**src/rtl/itest_pkg.sv**
```systemverilog
// Constants for the trace buffer integration test register bank
package itest_pkg;
   // Register byte offsets
   localparam logic [11:0] OFS_MODE_CTRL = 12'h0F00;
   localparam logic [11:0] OFS_MISC_OUT = 12'h0EE0;
   localparam logic [11:0] OFS_ACK_DRIVE = 12'h0EE4;
   localparam logic [11:0] OFS_IN_SAMPLE = 12'h0EE8;
   localparam logic [11:0] OFS_DATA_SAMPLE = 12'h0EEC;
   localparam logic [11:0] OFS_HS_DRIVE = 12'h0EF0;
   localparam int ADDR_W = 12;
   // Field positions
   localparam int BIT_ACQ = 0;
   localparam int BIT_FULL = 1;
   localparam int BIT_TRIG_ACK = 0;
   localparam int BIT_FLUSH_ACK = 1;
   localparam int BIT_TRIG = 0;
   localparam int BIT_FLUSH = 1;
   localparam int BIT_READY = 0;
   localparam int BIT_FVALID = 1;
   localparam int BIT_IME = 0;
   localparam int DATA_W = 32;
   localparam int SAMPLE_W = 5;
   // Trace data bits picked for sampling, low register bit first
   localparam int TAP0 = 0;
   localparam int TAP1 = 7;
   localparam int TAP2 = 15;
   localparam int TAP3 = 23;
   localparam int TAP4 = 31;
   localparam logic [1:0] RST_PAIR = 2'h0;
   localparam logic [1:0] HTRANS_NONSEQ = 2'h2;
   localparam logic [2:0] HSIZE_WORD = 3'h2;
   localparam logic [31:0] ZERO_WORD = 32'h0000_0000;
endpackage : itest_pkg

```
**src/rtl/itest_wr_if.sv**
```systemverilog
// Write strobe carrier between bus slave and register bank
`timescale 1ns/1ps
interface itest_wr_if;
   logic we;
   logic [11:0] addr;
   logic [31:0] wdata;
   logic [11:0] raddr;
   logic [31:0] rdata;
   modport slave (output we, output addr, output wdata, output raddr, input rdata);
   modport bank (input we, input addr, input wdata, input raddr, output rdata);
endinterface : itest_wr_if

```
**src/rtl/itest_ahb.sv**
```systemverilog
// AHB-Lite slave front end for the test register bank
`timescale 1ns/1ps
module itest_ahb (
   input wire logic i_clk,
   input wire logic i_rst_n,
   input wire logic i_hsel,
   input wire logic [11:0] i_haddr,
   input wire logic [1:0] i_htrans,
   input wire logic i_hwrite,
   input wire logic [2:0] i_hsize,
   input wire logic i_hready,
   input wire logic [31:0] i_hwdata,
   output logic [31:0] o_hrdata,
   itest_wr_if.slave wr
);
   logic wr_pend;
   logic [11:0] wr_addr;
   logic rd_now;

   // Address phase accepted: word transfer only
   assign rd_now = i_hsel && i_hready && i_htrans[1] && !i_hwrite
      && (i_hsize == itest_pkg::HSIZE_WORD);
   assign wr.we = wr_pend;
   assign wr.addr = wr_addr;
   assign wr.wdata = i_hwdata;
   assign wr.raddr = i_haddr;

   always_ff @(posedge i_clk or negedge i_rst_n) begin
      if (!i_rst_n) begin
         wr_pend <= 1'b0;
         wr_addr <= '0;
         o_hrdata <= itest_pkg::ZERO_WORD;
      end else begin
         wr_pend <= i_hsel && i_hready && i_htrans[1] && i_hwrite
            && (i_hsize == itest_pkg::HSIZE_WORD);
         wr_addr <= i_haddr;
         o_hrdata <= rd_now ? wr.rdata : itest_pkg::ZERO_WORD;
      end
   end
endmodule : itest_ahb

```
**src/flat_wrapper.sv**
```systemverilog
// flat-port wrapper written by rule: the top's interface ports become plain ports
module itest_ahb_flat 
  (i_clk, i_rst_n, i_hsel, i_haddr, i_htrans, i_hwrite, i_hsize, i_hready, i_hwdata, o_hrdata, wr_we, wr_addr, wr_wdata, wr_raddr, wr_rdata);
  itest_wr_if wr_i ();
  input wire logic i_clk;
  input wire logic i_rst_n;
  input wire logic i_hsel;
  input wire logic [11:0] i_haddr;
  input wire logic [1:0] i_htrans;
  input wire logic i_hwrite;
  input wire logic [2:0] i_hsize;
  input wire logic i_hready;
  input wire logic [31:0] i_hwdata;
  output logic [31:0] o_hrdata;
  output wire logic [$bits(wr_i.we)-1:0] wr_we;
  output wire logic [$bits(wr_i.addr)-1:0] wr_addr;
  output wire logic [$bits(wr_i.wdata)-1:0] wr_wdata;
  output wire logic [$bits(wr_i.raddr)-1:0] wr_raddr;
  input wire logic [$bits(wr_i.rdata)-1:0] wr_rdata;
  assign wr_we = wr_i.we;
  assign wr_addr = wr_i.addr;
  assign wr_wdata = wr_i.wdata;
  assign wr_raddr = wr_i.raddr;
  assign wr_i.rdata = wr_rdata;
  itest_ahb u_core (.i_clk(i_clk), .i_rst_n(i_rst_n), .i_hsel(i_hsel), .i_haddr(i_haddr), .i_htrans(i_htrans), .i_hwrite(i_hwrite), .i_hsize(i_hsize), .i_hready(i_hready), .i_hwdata(i_hwdata), .o_hrdata(o_hrdata), .wr(wr_i));
endmodule
```
**config.mk**
```make
export PLATFORM = sky130hd
export DESIGN_NAME = itest_ahb_flat
export DESIGN_NICKNAME = d
export VERILOG_FILES = /design/src/rtl/itest_pkg.sv /design/src/rtl/itest_wr_if.sv /design/src/rtl/itest_ahb.sv /design/src/flat_wrapper.sv
export SDC_FILE = /design/constraint.sdc
export NUM_CORES = 1
export LEC_CHECK = 0
export ABC_AREA = 0
export BUFFER_PORTS_ARGS = -buffer_cell sky130_fd_sc_hd__buf_2
export CORE_MARGIN = 1
export CORE_UTILIZATION = 42
export CTS_CLUSTER_DIAMETER = 100
export DETAILED_ROUTE_END_ITERATION = 8
export PLACE_DENSITY = 0.88
export SLEW_MARGIN = 15
export SYNTH_ARGS = -nofsm -noshare
export SYNTH_HDL_FRONTEND = slang
export SYNTH_SLANG_ARGS = --single-unit
```
**constraint.sdc**
```tcl
create_clock -name i_clk -period 0.8 [get_ports i_clk]
set_input_delay 0.12 -clock i_clk [delete_from_list [all_inputs] [get_ports i_clk]]
set_output_delay 0.12 -clock i_clk [all_outputs]
set_load 0.02 [all_outputs]
```
# After elaboration in Yosys (flattened, before gate mapping)

Cells that the tools add are included.

Mux-type cells: 1
Equal/unequal tests: 1
Reductions and logical operators: 7

Operators with widths:

| kind                 | count |
|---|---|
| $mux W32             | 1 |
| $logic_and A1 B1 Y1  | 6 |
| $eq A3 B2 Y1 const B | 1 |
| $logic_not A1 Y1     | 1 |

Input bits: 86
Output and inout bits: 89
Register bits: 45

# Depth between registers and ports, before layout

Depth in word-level cells: 5
Gate-level depth with buffers: 3
Depth with buffers taken out: 2

# Worst setup path after synthesis

Ideal clock, no wire load.

Path kind: input to register
From: input port i_hsize[0]
To: register u_core.o_hrdata[12]
Slack: 0.020 ns
Buffers on the path: 2
Arrival: 0.685 ns
Library setup time: 0.095 ns
Stages on the path: 3
Data required time: 0.705 ns
Cell sequence: clkbuf_1 buf_4 nor4_4

Cells in the longest elaborated chain, start to end: 3

Ends and longest elaborated chain:

| what                 | line               | source |
|---|---|---|
| from (decl)          | flat_wrapper.sv:11 | `input wire logic [2:0] i_hsize;` |
| $eq A3 B2 Y1         | itest_ahb.sv:22    | `&& (i_hsize == itest_pkg::HSIZE_WORD);` |
| $logic_and A1 B1 Y1  | itest_ahb.sv:22    |  |
| $mux W32             | itest_ahb.sv:37    | `o_hrdata <= rd_now ? wr.rdata : itest_pkg::ZERO_WORD;` |
| to (signal assigned) | itest_ahb.sv:32    | `o_hrdata <= itest_pkg::ZERO_WORD;` |
| to (signal assigned) | itest_ahb.sv:37    |  |
| to (decl)            | itest_ahb.sv:13    | `output logic [31:0] o_hrdata,` |

Every way passes these cells.

# Final worst setup path

From: register u_core.o_hrdata[14]
To: output port o_hrdata[14]

RTL lines:

| what      | line               | source |
|---|---|---|
| to (decl) | flat_wrapper.sv:14 | `output logic [31:0] o_hrdata;` |

No word-level cell between the ends.

==> flow_summary.ini <==
[status]
status = finished, violations left
failed_checks = negative setup slack

[job]
drv_cap = 0

[power_and_ir_drop]
internal_power_mw = 3.40
swShare_pct = 24.5
p_sw_mw = 1.11
finalPower_mw = 4.51
power.density_nw_per_um2 = 1510
ir_drop_v = 0.000616
p_seq_share_pct = 51.6
power_leakage_nw = 1.53
clockPowerShare_pct = 33.2
combPwrFrac_pct = 15.2

[worst_setup_path]
cp.required_ps = 680
endpoint_kind = output pin
cp.arrival_ps = 830
worst-path-buf-inv = 1
endpoint = o_hrdata[14]
crit_cells = 1
worst_setup_path_start_kind = flop
max_stage_delay_ps = 410
startpoint = u_core.o_hrdata[14]$_DFF_PN0_
crit_family = flip-flops
crit_type = flop to output pin
cp_cell_sequence = buf_6
slowest_stage = dfrtp_1
cp_max_fo = 1

[yosys]
synth_area_um2 = 2110
synth_most_common_cell = buf_4
seq_area_frac_synth_pct = 53.5
synth_top_area_share_pct = 53.5
synth_fp_nets = 253
yosysUniqueCellTypes = 13
synth_area_leader_cell = dfrtp_1
synth_seq_cells = 45
synth_top_flop_cell = dfrtp_1
synth_area_per_cell_um2 = 12.6
netlist_instances = 167
synth-edff-count = 0
async_reset_ff_share_pct = 100
yosysWarnings = 0
synth_commonest_cells = buf_4 (47), dfrtp_1 (45), inv_1 (32)
synthTopCellsByArea = dfrtp_1 (53%), buf_4 (17%), nor4_2 (15%), inv_1 (5.7%), nor4_4 (3.0%)

[floorplanning]
die_area_um2 = 5300
die_w_um = 72.8
io_pins = 175
core-area_um2 = 4790
start_util_pct = 44.0
dieHeight_um = 72.8
rows = 25

[cts]
cts_tree = built
postCtsSetupRepairBufs = 0
root_buffer = clkbuf_8
cts_max_level = 2
clk_pin_slew_ps = 80
cts_buffers = 5
cts_sinks = 45
clock_path_buffers = 2

[global_routing]
antenna_found_initial = 0
grt.overflow.total = 0
first_global_vias = 1449
grt_pass1_wl_mm = 7.50
grt_max_degree = 46
grt_usage_pct = 19.3

[routing]
drtPass1Iterations = 4
drt-vias-per-instance = 4.57
wl_mm = 5.08
ant_nets = 0
drc = 0
detail_route.iter0.violations = 28
via_count = 1452
wl_per_cell_um = 16.0

[timing]
slew_violations = 0
rsz0062_at_grt = yes
timing.fmax_ghz = 1.05
tightestPinTransition_ps = 295
setup_slack_ps = -151
period_share_pct = 119
period_minus_slack_ps = 951
hold_viol_final = 0
finalSetupViolations = 45
slew_headroom_pct = 80.2

[cells_and_area]
post-route-cell-area_um2 = 2990
layout-drive-gt1-share_pct = 62.2
area_growth_pct = 42.0
n_antenna_cell = 0
nets = 336

[placed_design]
hpwlAfterDp_mm = 3.37
portBuffers = 109
place_area_um2 = 2480
place_congestion = 0.650

[min_path]
hold_class = input pin to flop
power groups by stage:
stage / clock network, mW / logic (mW) / registers (mW)
3_5_place_dp: 0 / 0.593 / 2.36
4_1_cts: 1.55 / 0.686 / 2.33
3_3_place_gp: 0 / 0.585 / 2.36
2_1_floorplan: 0 / 0.496 / 2.41
5_1_grt: 1.63 / 0.736 / 2.33
6_report: 1.50 / 0.685 / 2.33
per-layer routing:
layer	vias up	routed length (um)	track usage [%]
met5	-	0	0
met4	0	70	7.19
met2	106	2790	35.6
li1	648	-	-
met1	690	1700	20.5
met3	8	511	6.08
registers in the layout, indices dropped and copies added (netlist names):
register	count
u_core.wr.addr	12
u_core.wr.we	1
u_core.o_hrdata	32
worst min-delay path, stage by stage:
cell and delay (ps):
buf_2 90, inv_1 50, nor4_2 40
through the flow:
stage	std cells	setup TNS (ps)	hold slack (ps)	worst slack, ps	utilization, %
after floorplan	167	0	-176	20.5	-
after global placement	297	-2910	115	-107	51.8
after detailed placement	297	-4060	117	-168	51.8
after CTS	318	-5800	39.4	-156	62.5
after global routing	318	-6730	36.6	-178	62.5
final	318	-5440	49.5	-151	62.5
cells by family after synthesis:
logic type	count (synthesis)	synth area share (%)
simple gates	36	21.6
buf+inv	86	25.0
flops	45	53.5
how the worst min path moves through the flow:
stage               depth (start not counted)  slack [ps]          from                            end
global route                                3          40  wr_rdata[16]  u_core.o_hrdata[16]$_DFF_PN0_
finish                                      3          50   wr_rdata[7]   u_core.o_hrdata[7]$_DFF_PN0_
detailed placement                          2         120       i_rst_n  u_core.o_hrdata[28]$_DFF_PN0_
floorplan                                   0        -180       i_rst_n   u_core.o_hrdata[0]$_DFF_PN0_
global placement                            2         110       i_rst_n  u_core.o_hrdata[28]$_DFF_PN0_
CTS                                         3          40  wr_rdata[15]  u_core.o_hrdata[15]$_DFF_PN0_
area by class of cell:
type	instances	area (um2)
Inverter	32	120
Tap cell	67	83.8
Clock buffer	7	96.3
Clock inverter	1	5.00
Fill cell	372	1800
Multi-Input combinational cell	36	454
Timing Repair Buffer	130	1100
Sequential cell	45	1130
layout by cell type (no fill, tap or decap):
| cell | count |
|---|---|
| clkbuf_8 | 7 |
| nor3_1 | 1 |
| buf_12 | 7 |
| buf_2 | 64 |
| dfrtp_1 | 45 |
| nor4_2 | 26 |
| buf_6 | 45 |
| inv_1 | 32 |
| nand2_1 | 1 |
| nand4b_4 | 1 |
| nor4_4 | 3 |
| nor4_1 | 3 |
| clkinv_2 | 1 |
| dlygate4sd3_1 | 13 |
| buf_4 | 1 |
| nand2b_4 | 1 |
repair_timing:
action / in CTS / in global routing
hold buffers: 13 / 0
gates resized for setup: 90 / 0
setup endpoints to repair: 45 / 45
endpoints found under the hold margin: 57 / 0
Note: power is estimated with default switching activity, not from simulation.
